<file path="src/hw/isr_pkg.sv">
`default_nettype none
package isr_pkg;

    localparam int ISR_GRP_W = 16;
    localparam int ISR_STB_W = 8;
    localparam int ISR_MSG_W = 8;
    localparam int ISR_QDEPTH = 16;

    // operation group bit positions
    localparam int OPERATION_SUMMARY_CAL_BIT  = 0;
    localparam int OPERATION_SUMMARY_TRAN_BIT = 3;
    localparam int OPERATION_SUMMARY_MEASUREMENT_DONE_BIT = 4;

    // questionable group bit positions (bit 14 left unused)
    localparam int QUES_OV_BIT   = 0;
    localparam int QUES_OCP_BIT  = 1;
    localparam int QUES_OT_BIT   = 3;
    localparam int QUES_RSD_BIT  = 9;
    localparam int QUES_IRMS_BIT = 12;

    // standard event bit positions
    localparam int STD_OPC_BIT = 0;
    localparam int STD_QYE_BIT = 2;
    localparam int STD_DDE_BIT = 3;
    localparam int STD_EXE_BIT = 4;
    localparam int STD_CME_BIT = 5;
    localparam int STD_PON_BIT = 7;

    // status byte bit positions
    localparam int STB_QUES_BIT = 3;
    localparam int STB_MAV_BIT  = 4;
    localparam int STB_ESB_BIT  = 5;
    localparam int STB_RQS_BIT  = 6;
    localparam int STB_OPERATION_SUMMARY_BIT = 7;

    // reset values
    localparam logic [ISR_GRP_W-1:0] GRP_RST     = 16'h0000;
    localparam logic [ISR_STB_W-1:0] STB_ZERO    = 8'h00;
    localparam logic [ISR_STB_W-1:0] STD_EVT_RST = 8'h80;

    typedef enum logic [3:0] {
        CMD_RD_OPERATION_SUMMARY_COND = 4'h0,
        CMD_RD_OPERATION_SUMMARY_EVT  = 4'h1,
        CMD_RD_OPERATION_SUMMARY_EN   = 4'h2,
        CMD_WR_OPERATION_SUMMARY_EN   = 4'h3,
        CMD_RD_QUES_COND = 4'h4,
        CMD_RD_QUES_EVT  = 4'h5,
        CMD_RD_QUES_EN   = 4'h6,
        CMD_WR_QUES_EN   = 4'h7,
        CMD_RD_STD_EVT   = 4'h8,
        CMD_RD_STD_EN    = 4'h9,
        CMD_WR_STD_EN    = 4'ha,
        CMD_RD_STB       = 4'hb,
        CMD_RD_SRE       = 4'hc,
        CMD_WR_SRE       = 4'hd,
        CMD_RD_QUEUE     = 4'he,
        CMD_SERIAL_POLL  = 4'hf
    } isr_cmd_t;

    typedef struct packed {
        isr_cmd_t               code;
        logic [ISR_GRP_W-1:0]   wdata;
    } isr_req_t;

    // monitored circuit levels, asynchronous to clk
    typedef struct packed {
        logic cal_done;
        logic transient_done;
        logic measurement_done;
        logic output_voltage_fault;
        logic overcurrent_trip;
        logic overtemperature;
        logic remote_shutdown_active;
        logic rms_current_limit;
    } isr_circ_t;

    // one-cycle pulses from the command parser
    typedef struct packed {
        logic op_complete;
        logic query_error;
        logic device_error;
        logic exec_error;
        logic command_error;
    } isr_std_src_t;

endpackage : isr_pkg
`default_nettype wire

</file>
<file path="src/hw/isr_queue_mem.sv">
`default_nettype none
module isr_queue_mem #(
    parameter int W  = 8,
    parameter int D  = 16,
    parameter int AW = $clog2(D)
) (
    // clock and reset
    input  wire logic          clk,
    input  wire logic          nrst,
    // write side
    input  wire logic          wr_en,
    input  wire logic [AW-1:0] wr_addr,
    input  wire logic [W-1:0]  wr_data,
    // read side
    input  wire logic          rd_en,
    input  wire logic [AW-1:0] rd_addr,
    output logic      [W-1:0]  rd_data_q
);

    logic [W-1:0] mem [D];

    always_ff @(posedge clk)
    begin
        if (wr_en)
        begin
            mem[wr_addr] <= wr_data;
        end
    end

    always_ff @(posedge clk or negedge nrst)
    begin
        if (!nrst)
        begin
            rd_data_q <= '0;
        end
        else if (rd_en)
        begin
            rd_data_q <= mem[rd_addr];
        end
    end

endmodule // isr_queue_mem
`default_nettype wire

</file>
<file path="src/hw/isr_status_core.sv">
// Behaviour
// RL1 - operation group: calibration done bit 0, transient 3, measurement 4
// RL2 - questionable: voltage 0, overcurrent 1, overtemp 3, shutdown 9, rms 12
// RL3 - standard event latches OPC 0, QYE 2, DDE 3, EXE 4, CME 5, PON 7
// RL4 - status byte: ques 3, message 4, event 5, summary/request 6, operation_summary 7
// RL5 - condition registers mirror live circuit state and are read-only
// RL6 - event registers latch until read; a read returns then clears
// RL7 - enable registers are read/write per-bit masks into group summary
// RL8 - status byte bit 3 is OR of enabled questionable events
// RL9 - standard event enable mask, set by command, forms event summary
// RL10 - power-on bit of standard event set at every power-up
// RL11 - status byte query returns live summary in bit 6, clears nothing
// RL12 - serial poll returns latched request bit 6 then clears it
// RL13 - master summary is unlatched OR of service-enabled status bits
// RL14 - requesting service drives SRQ and latches request bit 6
// RL15 - serial poll leaves other status byte bits untouched
// RL16 - output queue holds message bytes first-in first-out until read
// RL17 - message available bit set while queue is non-empty
// RL18 - status byte bit 7 is OR of enabled operation events
// RL19 - power-on clears all status data and all enable masks; reset sets power-on bit 7 of the standard event register
// RL20 - reading an event register also drops its summary contribution
// RL21 - event bit sets when condition rises, stays until read
`default_nettype none
module isr_status_core
    import isr_pkg::*;
#(
    parameter int QDEPTH = ISR_QDEPTH
) (
    // clock and reset
    input  wire logic                 clk,
    input  wire logic                 nrst,
    // monitored circuits
    input  wire isr_circ_t            circ_i,
    // parser events, same clock
    input  wire isr_std_src_t         std_src_i,
    // controller command and answer
    input  wire logic                 cmd_valid,
    input  wire isr_req_t             cmd,
    output logic                      rsp_valid_q,
    output logic     [ISR_GRP_W-1:0]  rsp_data_q,
    // output queue fill side
    input  wire logic                 mq_valid,
    input  wire logic [ISR_MSG_W-1:0] mq_data,
    output logic                      mq_ready,
    // service request pin, open drain
    output logic                      srq_o,
    output logic                      srq_oe_n_q
);

    localparam int AW = $clog2(QDEPTH);
    localparam logic [AW:0] QFULL  = (AW+1)'(QDEPTH);
    localparam logic [AW:0] QEMPTY = '0;

    isr_circ_t circ_s1_q, circ_s2_q, circ_p_q;
    logic [ISR_GRP_W-1:0] operation_summary_cond, operation_summary_prev, ques_cond, ques_prev;
    logic [ISR_GRP_W-1:0] operation_summary_evt_q, operation_summary_en_q, ques_evt_q, ques_en_q;
    logic [ISR_STB_W-1:0] std_evt_q, std_en_q, std_set, sre_q, stb_base;
    logic operation_summary_sum, ques_sum, esb, mav, mss, mss_p_q, rqs_q;
    logic [AW-1:0] wr_ptr_q, rd_ptr_q;
    logic [AW:0] count_q;
    logic [ISR_MSG_W-1:0] q_rdata;
    logic push, pop;
    logic stage_v_q, stage_q_rd_q;
    logic [ISR_GRP_W-1:0] stage_q;

    function automatic logic is_cmd(isr_cmd_t c);
        return cmd_valid && (cmd.code == c);
    endfunction

    // pins are asynchronous; the second stage gives the level, the third the previous level
    always_ff @(posedge clk or negedge nrst)
    begin
        if (!nrst)
        begin
            circ_s1_q <= '0;
            circ_s2_q <= '0;
            circ_p_q  <= '0;
        end
        else
        begin
            circ_s1_q <= circ_i;
            circ_s2_q <= circ_s1_q;
            circ_p_q  <= circ_s2_q;
        end
    end

    always_comb
    begin
        operation_summary_cond = GRP_RST;
        operation_summary_prev = GRP_RST;
        ques_cond = GRP_RST;
        ques_prev = GRP_RST;
        operation_summary_cond[OPERATION_SUMMARY_CAL_BIT]  = circ_s2_q.cal_done;         // [RL1] [RL5]
        operation_summary_cond[OPERATION_SUMMARY_TRAN_BIT] = circ_s2_q.transient_done;   // [RL1]
        operation_summary_cond[OPERATION_SUMMARY_MEASUREMENT_DONE_BIT] = circ_s2_q.measurement_done; // [RL1]
        operation_summary_prev[OPERATION_SUMMARY_CAL_BIT]  = circ_p_q.cal_done;
        operation_summary_prev[OPERATION_SUMMARY_TRAN_BIT] = circ_p_q.transient_done;
        operation_summary_prev[OPERATION_SUMMARY_MEASUREMENT_DONE_BIT] = circ_p_q.measurement_done;
        ques_cond[QUES_OV_BIT]   = circ_s2_q.output_voltage_fault; // [RL2]
        ques_cond[QUES_OCP_BIT]  = circ_s2_q.overcurrent_trip;     // [RL2]
        ques_cond[QUES_OT_BIT]   = circ_s2_q.overtemperature;      // [RL2]
        ques_cond[QUES_RSD_BIT]  = circ_s2_q.remote_shutdown_active; // [RL2]
        ques_cond[QUES_IRMS_BIT] = circ_s2_q.rms_current_limit;    // [RL2]
        ques_prev[QUES_OV_BIT]   = circ_p_q.output_voltage_fault;
        ques_prev[QUES_OCP_BIT]  = circ_p_q.overcurrent_trip;
        ques_prev[QUES_OT_BIT]   = circ_p_q.overtemperature;
        ques_prev[QUES_RSD_BIT]  = circ_p_q.remote_shutdown_active;
        ques_prev[QUES_IRMS_BIT] = circ_p_q.rms_current_limit;
        std_set = STB_ZERO;
        std_set[STD_OPC_BIT] = std_src_i.op_complete;   // [RL3]
        std_set[STD_QYE_BIT] = std_src_i.query_error;   // [RL3]
        std_set[STD_DDE_BIT] = std_src_i.device_error;  // [RL3]
        std_set[STD_EXE_BIT] = std_src_i.exec_error;    // [RL3]
        std_set[STD_CME_BIT] = std_src_i.command_error; // [RL3]
    end

    // a rising edge in the clearing cycle still survives the read
    always_ff @(posedge clk or negedge nrst)
    begin
        if (!nrst)
        begin
            operation_summary_evt_q <= GRP_RST;                              // [RL19]
            ques_evt_q <= GRP_RST;
        end
        else
        begin
            operation_summary_evt_q <= (is_cmd(CMD_RD_OPERATION_SUMMARY_EVT) ? GRP_RST : operation_summary_evt_q)
                          | (operation_summary_cond & ~operation_summary_prev);     // [RL6] [RL21]
            ques_evt_q <= (is_cmd(CMD_RD_QUES_EVT) ? GRP_RST : ques_evt_q)
                          | (ques_cond & ~ques_prev);     // [RL6] [RL21]
        end
    end

    always_ff @(posedge clk or negedge nrst)
    begin
        if (!nrst)
        begin
            std_evt_q <= STD_EVT_RST;                    // [RL10] [RL19]
        end
        else
        begin
            std_evt_q <= (is_cmd(CMD_RD_STD_EVT) ? STB_ZERO : std_evt_q)
                         | std_set;                              // [RL6]
        end
    end

    always_ff @(posedge clk or negedge nrst)
    begin
        if (!nrst)
        begin
            operation_summary_en_q <= GRP_RST;                               // [RL19]
            ques_en_q <= GRP_RST;
            std_en_q  <= STB_ZERO;
            sre_q     <= STB_ZERO;
        end
        else
        begin
            if (is_cmd(CMD_WR_OPERATION_SUMMARY_EN))
            begin
                operation_summary_en_q <= cmd.wdata;                          // [RL7]
            end
            if (is_cmd(CMD_WR_QUES_EN))
            begin
                ques_en_q <= cmd.wdata;                          // [RL7]
            end
            if (is_cmd(CMD_WR_STD_EN))
            begin
                std_en_q <= cmd.wdata[ISR_STB_W-1:0];            // [RL9]
            end
            if (is_cmd(CMD_WR_SRE))
            begin
                sre_q <= cmd.wdata[ISR_STB_W-1:0];
            end
        end
    end

    // summaries follow the latched events, so a clearing read drops them
    assign operation_summary_sum = |(operation_summary_evt_q & operation_summary_en_q);          // [RL18] [RL20]
    assign ques_sum = |(ques_evt_q & ques_en_q);          // [RL8] [RL20]
    assign esb      = |(std_evt_q & std_en_q);            // [RL9]
    assign mav      = (count_q != QEMPTY);                // [RL17]

    always_comb
    begin
        stb_base = STB_ZERO;
        stb_base[STB_QUES_BIT] = ques_sum;                // [RL4]
        stb_base[STB_MAV_BIT]  = mav;                     // [RL4]
        stb_base[STB_ESB_BIT]  = esb;                     // [RL4]
        stb_base[STB_OPERATION_SUMMARY_BIT] = operation_summary_sum;                // [RL4]
    end

    // bit 6 of the enable is ignored: stb_base holds zero there
    assign mss = |(stb_base & sre_q);                     // [RL13]

    // request latches on a new reason; set wins over the poll clear
    always_ff @(posedge clk or negedge nrst)
    begin
        if (!nrst)
        begin
            mss_p_q    <= 1'b0;
            rqs_q      <= 1'b0;
            srq_oe_n_q <= 1'b1;
        end
        else
        begin
            mss_p_q <= mss;
            if (mss && !mss_p_q)
            begin
                rqs_q      <= 1'b1;                       // [RL14]
                srq_oe_n_q <= 1'b0;
            end
            else if (is_cmd(CMD_SERIAL_POLL))
            begin
                rqs_q      <= 1'b0;                       // [RL12] [RL15]
                srq_oe_n_q <= 1'b1;
            end
        end
    end

    assign srq_o = 1'b0;

    assign push     = mq_valid && mq_ready;
    assign pop      = is_cmd(CMD_RD_QUEUE) && mav;
    assign mq_ready = (count_q != QFULL);

    always_ff @(posedge clk or negedge nrst)
    begin
        if (!nrst)
        begin
            wr_ptr_q <= '0;
            rd_ptr_q <= '0;
            count_q  <= QEMPTY;
        end
        else
        begin
            if (push)
            begin
                wr_ptr_q <= wr_ptr_q + AW'(1);            // [RL16]
            end
            if (pop)
            begin
                rd_ptr_q <= rd_ptr_q + AW'(1);            // [RL16]
            end
            if (push && !pop)
            begin
                count_q <= count_q + (AW+1)'(1);
            end
            else if (pop && !push)
            begin
                count_q <= count_q - (AW+1)'(1);
            end
        end
    end

    isr_queue_mem #(
        .W (ISR_MSG_W),
        .D (QDEPTH),
        .AW(AW)
    ) u_queue (
        .clk      (clk),
        .nrst     (nrst),
        .wr_en    (push),
        .wr_addr  (wr_ptr_q),
        .wr_data  (mq_data),
        .rd_en    (pop),
        .rd_addr  (rd_ptr_q),
        .rd_data_q(q_rdata)
    );

    // reads sample the state before any clear taken in the same edge
    always_ff @(posedge clk or negedge nrst)
    begin
        if (!nrst)
        begin
            stage_v_q    <= 1'b0;
            stage_q_rd_q <= 1'b0;
            stage_q      <= GRP_RST;
        end
        else
        begin
            stage_v_q    <= cmd_valid;
            stage_q_rd_q <= pop;
            stage_q      <= GRP_RST;
            case (cmd.code)
                CMD_RD_OPERATION_SUMMARY_COND: stage_q <= operation_summary_cond;   // [RL5]
                CMD_RD_OPERATION_SUMMARY_EVT:  stage_q <= operation_summary_evt_q;  // [RL6]
                CMD_RD_OPERATION_SUMMARY_EN:   stage_q <= operation_summary_en_q;   // [RL7]
                CMD_RD_QUES_COND: stage_q <= ques_cond;   // [RL5]
                CMD_RD_QUES_EVT:  stage_q <= ques_evt_q;  // [RL6]
                CMD_RD_QUES_EN:   stage_q <= ques_en_q;   // [RL7]
                CMD_RD_STD_EVT:   stage_q[ISR_STB_W-1:0] <= std_evt_q;
                CMD_RD_STD_EN:    stage_q[ISR_STB_W-1:0] <= std_en_q;
                CMD_RD_SRE:       stage_q[ISR_STB_W-1:0] <= sre_q;
                CMD_RD_STB:
                begin
                    stage_q[ISR_STB_W-1:0] <= stb_base;
                    stage_q[STB_RQS_BIT]   <= mss;        // [RL11]
                end
                CMD_SERIAL_POLL:
                begin
                    stage_q[ISR_STB_W-1:0] <= stb_base;
                    stage_q[STB_RQS_BIT]   <= rqs_q;      // [RL12]
                end
                default: stage_q <= GRP_RST;
            endcase
        end
    end

    always_ff @(posedge clk or negedge nrst)
    begin
        if (!nrst)
        begin
            rsp_valid_q <= 1'b0;
            rsp_data_q  <= GRP_RST;
        end
        else
        begin
            rsp_valid_q <= stage_v_q;
            rsp_data_q  <= stage_q_rd_q ? {8'h00, q_rdata} : stage_q;
        end
    end
endmodule // isr_status_core
`default_nettype wire
</file>
<file path="config.mk">
export PLATFORM = sky130hd
export DESIGN_NAME = isr_status_core
export DESIGN_NICKNAME = d
export VERILOG_FILES = /design/src/hw/isr_pkg.sv /design/src/hw/isr_queue_mem.sv /design/src/hw/isr_status_core.sv
export SDC_FILE = /design/constraint.sdc
export NUM_CORES = 1
export LEC_CHECK = 0
export BUFFER_PORTS_ARGS = -buffer_cell sky130_fd_sc_hd__buf_2
export CORE_AREA = 5 5 215 217
export DETAILED_ROUTE_END_ITERATION = 10
export DIE_AREA = 0 0 220 222
export GPL_TIMING_DRIVEN = 0
export MAX_ROUTING_LAYER = met4
export PLACE_DENSITY = 0.42
export SYNTH_ARGS = -nofsm -noshare
export SYNTH_HDL_FRONTEND = slang
export SYNTH_SLANG_ARGS = --single-unit
</file>
<file path="constraint.sdc">
create_clock -name clk -period 3.8 [get_ports clk]
set_input_delay 0.19 -clock clk [delete_from_list [all_inputs] [get_ports clk]]
set_output_delay 0.19 -clock clk [all_outputs]
set_load 0.02 [all_outputs]
</file>
==> impl_metrics.tcl <==
set metrics [dict create \
    outcome "finished, final reports clean" \
    drive_above_1_share_pct 28.3 \
    postSynthCellCount 673 \
    num_vias 5980 \
    netlist_top_cells_area "edfxtp_1, dfrtp_1, mux2_2" \
    crit_family "compound AO/OA/AOI/OAI gates" \
    critPathLaunchType "flop" \
    setup_tns_ns 0 \
    relSlewSlack_pct 5.90 \
    reg2reg_depth 11 \
    place_ws_ns 0.450 \
    cts_buffers 30 \
    avgViaCountPerCell 4.23 \
    synth_seq_area_share_pct 69.0 \
    pin_count 65 \
    async_flop_share_pct 53.1 \
    final-seq-area_um2 7470 \
    area_growth_pct 22.4 \
    p_per_area_nw_per_um2 639 \
    yosysTopAreaCellShare_pct 35.5 \
    drc_errors 0 \
    holdBufCountCts 31 \
    grt_usage_pct 11.3 \
    antenna_found_initial 1 \
    dp_hpwl_um 17800 \
    cts_root_buf "clkbuf_16" \
    grt_first_pass_wirelength_um 41000 \
    rrSetupSlack_ns 0.42 \
    ir_drop_mv 0.307 \
    slew_violations 0 \
    r2r-start "count_q[0]$_DFFE_PN0P_" \
    holdWs_ns 0.0322 \
    routed_wl_um 26700 \
    p_leak_uw 0.00513 \
    detail_route.iter0.violations 323 \
    multi_input_area_um2 3120 \
    placed_area_um2 11900 \
    fp.dieW_um 220 \
    syn-cell-area_um2 10800 \
    initial_core_util_pct 24.7 \
    cts_tree "yes" \
    max_freq_ghz 0.296 \
    gr-total-overflow 0 \
    tightest_slew_ns 1.40 \
    worst-path-buf-inv 3 \
    finalSetupViolations 0 \
    die_h_um 222 \
    post-synth-top-area-cell "edfxtp_1" \
    timing.rr.end "count_q[4]$_DFFE_PN0P_" \
    layout_min_cycle_time_ns 3.38 \
    fillCellCount 4398 \
    nets 854 \
    gp_congestion 0.804 \
    cts_resized 0 \
    clkTransAtPathRegs_ns 0.06 \
    cp_data_arrival_time_ns 3.86 \
    numClockSinks 273 \
    min_path_type "input pin to flop" \
    cap_violations 0 \
    design_area_um2 13300 \
    hold_viol_final 0 \
    cp.required_ns 4.27 \
    grt_max_degree 84 \
    worstSetupEndpointType "flop" \
    synth_ff_type "dfrtp_1" \
    finalCritPeriodShare_pct 89.0 \
    cts_max_level 1 \
    syn_avg_cell_area_um2 16.1 \
    clockBufferDepth 3 \
    ant_nets 0 \
    cp_cell_sequence "or4_4 -> o2111ai_1 -> buf_2 -> buf_4 -> ha_1 -> inv_1 -> fa_1 -> a21o_1 -> a21oi_1 -> mux2i_1 -> xnor2_1" \
    grt_pass1_vias 6413 \
    portBuffers 62 \
    hold_end "u_queue.mem[5][6]$_DFFE_PP_" \
    crit_slowest_cell "or4_4" \
    wl_per_cell_um 18.9 \
    row_count 77 \
    clock_latency_ns 0.56 \
    first_pass_iters 5 \
    setup_ws_ns 0.417 \
    rsz0062_at_grt "false" \
    synth_seq_cells 273 \
    netlist_top_cells_count "dfrtp_1, edfxtp_1, mux2_2" \
    worstPathMaxFanout 10 \
    min-delay-start "mq_data[6]" \
    synth_edf_count 128 \
    yosysUniqueCellTypes 52 \
    synth_nets 728 \
    hold_depth 1 \
    timing_worst_setup_path_type "flop to flop" \
    core_um2 43900 \
    fin_worst_skew_ns 0.0139 \
    post_cts_buffers 0 \
    yosys_warnings 0 \
    cpPeakStageDelay_ns 0.57 \
    dieArea_um2 48800 \
    yosysMostFrequentCell "dfrtp_1" \
]
[metal layers]
layer / vias up / GRT usage (%) / wire [um]
met5: - / - / 0
met4: 0 / 3.04 / 478
met3: 33 / 2.02 / 1260
met2: 110 / 17.2 / 12500
met1: 3061 / 15.7 / 12400
li1: 2776 / - / -
[where the power goes]
| part | switching (uW) | internal [uW] |
|---|---|---|
| Combinational | 939 | 807 |
| Sequential | 197 | 3520 |
| Clock | 1170 | 1830 |
[metrics by stage]
stage | utilization, % | cells | power [uW]
2_1_floorplan | - | 673 | 4940
3_3_place_gp | 27.0 | 1327 | 5540
3_5_place_dp | 27.1 | 1328 | 5550
4_1_cts | 30.2 | 1414 | 8640
5_1_grt | 30.2 | 1415 | 8930
6_report | 30.2 | 1415 | 8470
[final cells by class]
class	instances	area share [%]
sequential	273	56.4
multi-input combinational	348	23.5
clock buffer	40	6.41
tap	592	5.59
timing repair buffer	94	4.96
clock inverter	15	1.34
buffer	34	1.27
inverter	18	0.510
antenna	1	0.0189
[worst reg2reg max path, stage by stage (launching register included)]
cell       delay (ns)
dfrtp_1          0.45
or4_4            0.57
o2111ai_1        0.28
buf_2            0.27
buf_4            0.22
ha_1             0.19
inv_1            0.11
fa_1             0.42
a21o_1           0.20
a21oi_1          0.20
mux2i_1          0.25
xnor2_1          0.13
[state kept, by name, indices dropped and copies added (netlist names)]
register and count:
stage_q_rd_q 1, stage_v_q 1, rsp_valid_q 1, stage_q 16, rqs_q 1, operation_summary_en_q 16
circ_s1_q 8, mss_p_q 1, count_q 5, rd_ptr_q 4, circ_p_q 8, wr_ptr_q 4
circ_s2_q 8, ques_en_q 16, std_evt_q 6, ques_evt_q 5, sre_q 8, u_queue.rd_data_q 8
std_en_q 8, u_queue.mem 128, srq_oe_n_q 1, operation_summary_evt_q 3, rsp_data_q 16
[logic make-up (layout without fill, tap and decap cells)]
kind of cell / count (synthesis) / after routing / share of synthesized area, %
AND/OR/NAND/NOR: 116 / 116 / 5.21
XOR/XNOR: 10 / 10 / 0.809
flip-flops: 273 / 273 / 69.0
buffers and inverters: 52 / 201 / 2.18
multiplexers: 121 / 121 / 15.6
other: 1 / 2 / 0.0346
adder cells (fa/ha/maj): 10 / 10 / 1.22
AO/OA/AOI/OAI: 90 / 90 / 5.88
[worst max-delay path by stage]
stage                           start                       to  slack (ns)  depth (start not counted)
2_1_floorplan  count_q[1]$_DFFE_PN0P_   count_q[4]$_DFFE_PN0P_        0.87                         11
3_3_place_gp                     nrst  wr_ptr_q[1]$_DFFE_PN0P_        0.14                          1
3_5_place_dp   count_q[0]$_DFFE_PN0P_   count_q[4]$_DFFE_PN0P_        0.45                         11
4_1_cts        count_q[0]$_DFFE_PN0P_   count_q[4]$_DFFE_PN0P_        0.39                         11
5_1_grt        count_q[0]$_DFFE_PN0P_   count_q[4]$_DFFE_PN0P_        0.16                         11
6_report       count_q[0]$_DFFE_PN0P_   count_q[4]$_DFFE_PN0P_        0.42                         11
[layout by cell type (no fill, tap or decap), types with 9 or more instances in the layout]
cell type and n:
mux2_2 66, a21oi_1 9, nor3_1 11, edfxtp_1 128
a22o_1 9, buf_2 73, nor2_1 25, o21ai_0 28
clkbuf_16 31, nand2_1 35, mux4_2 32, clkbuf_1 14
xnor2_1 9, inv_1 18, dlygate4sd3_1 31, nor2b_1 14
dfrtp_1 143, a22oi_1 11, ha_1 9, mux2i_1 23
No activity file was read; power rests on OpenSTA's default activity.
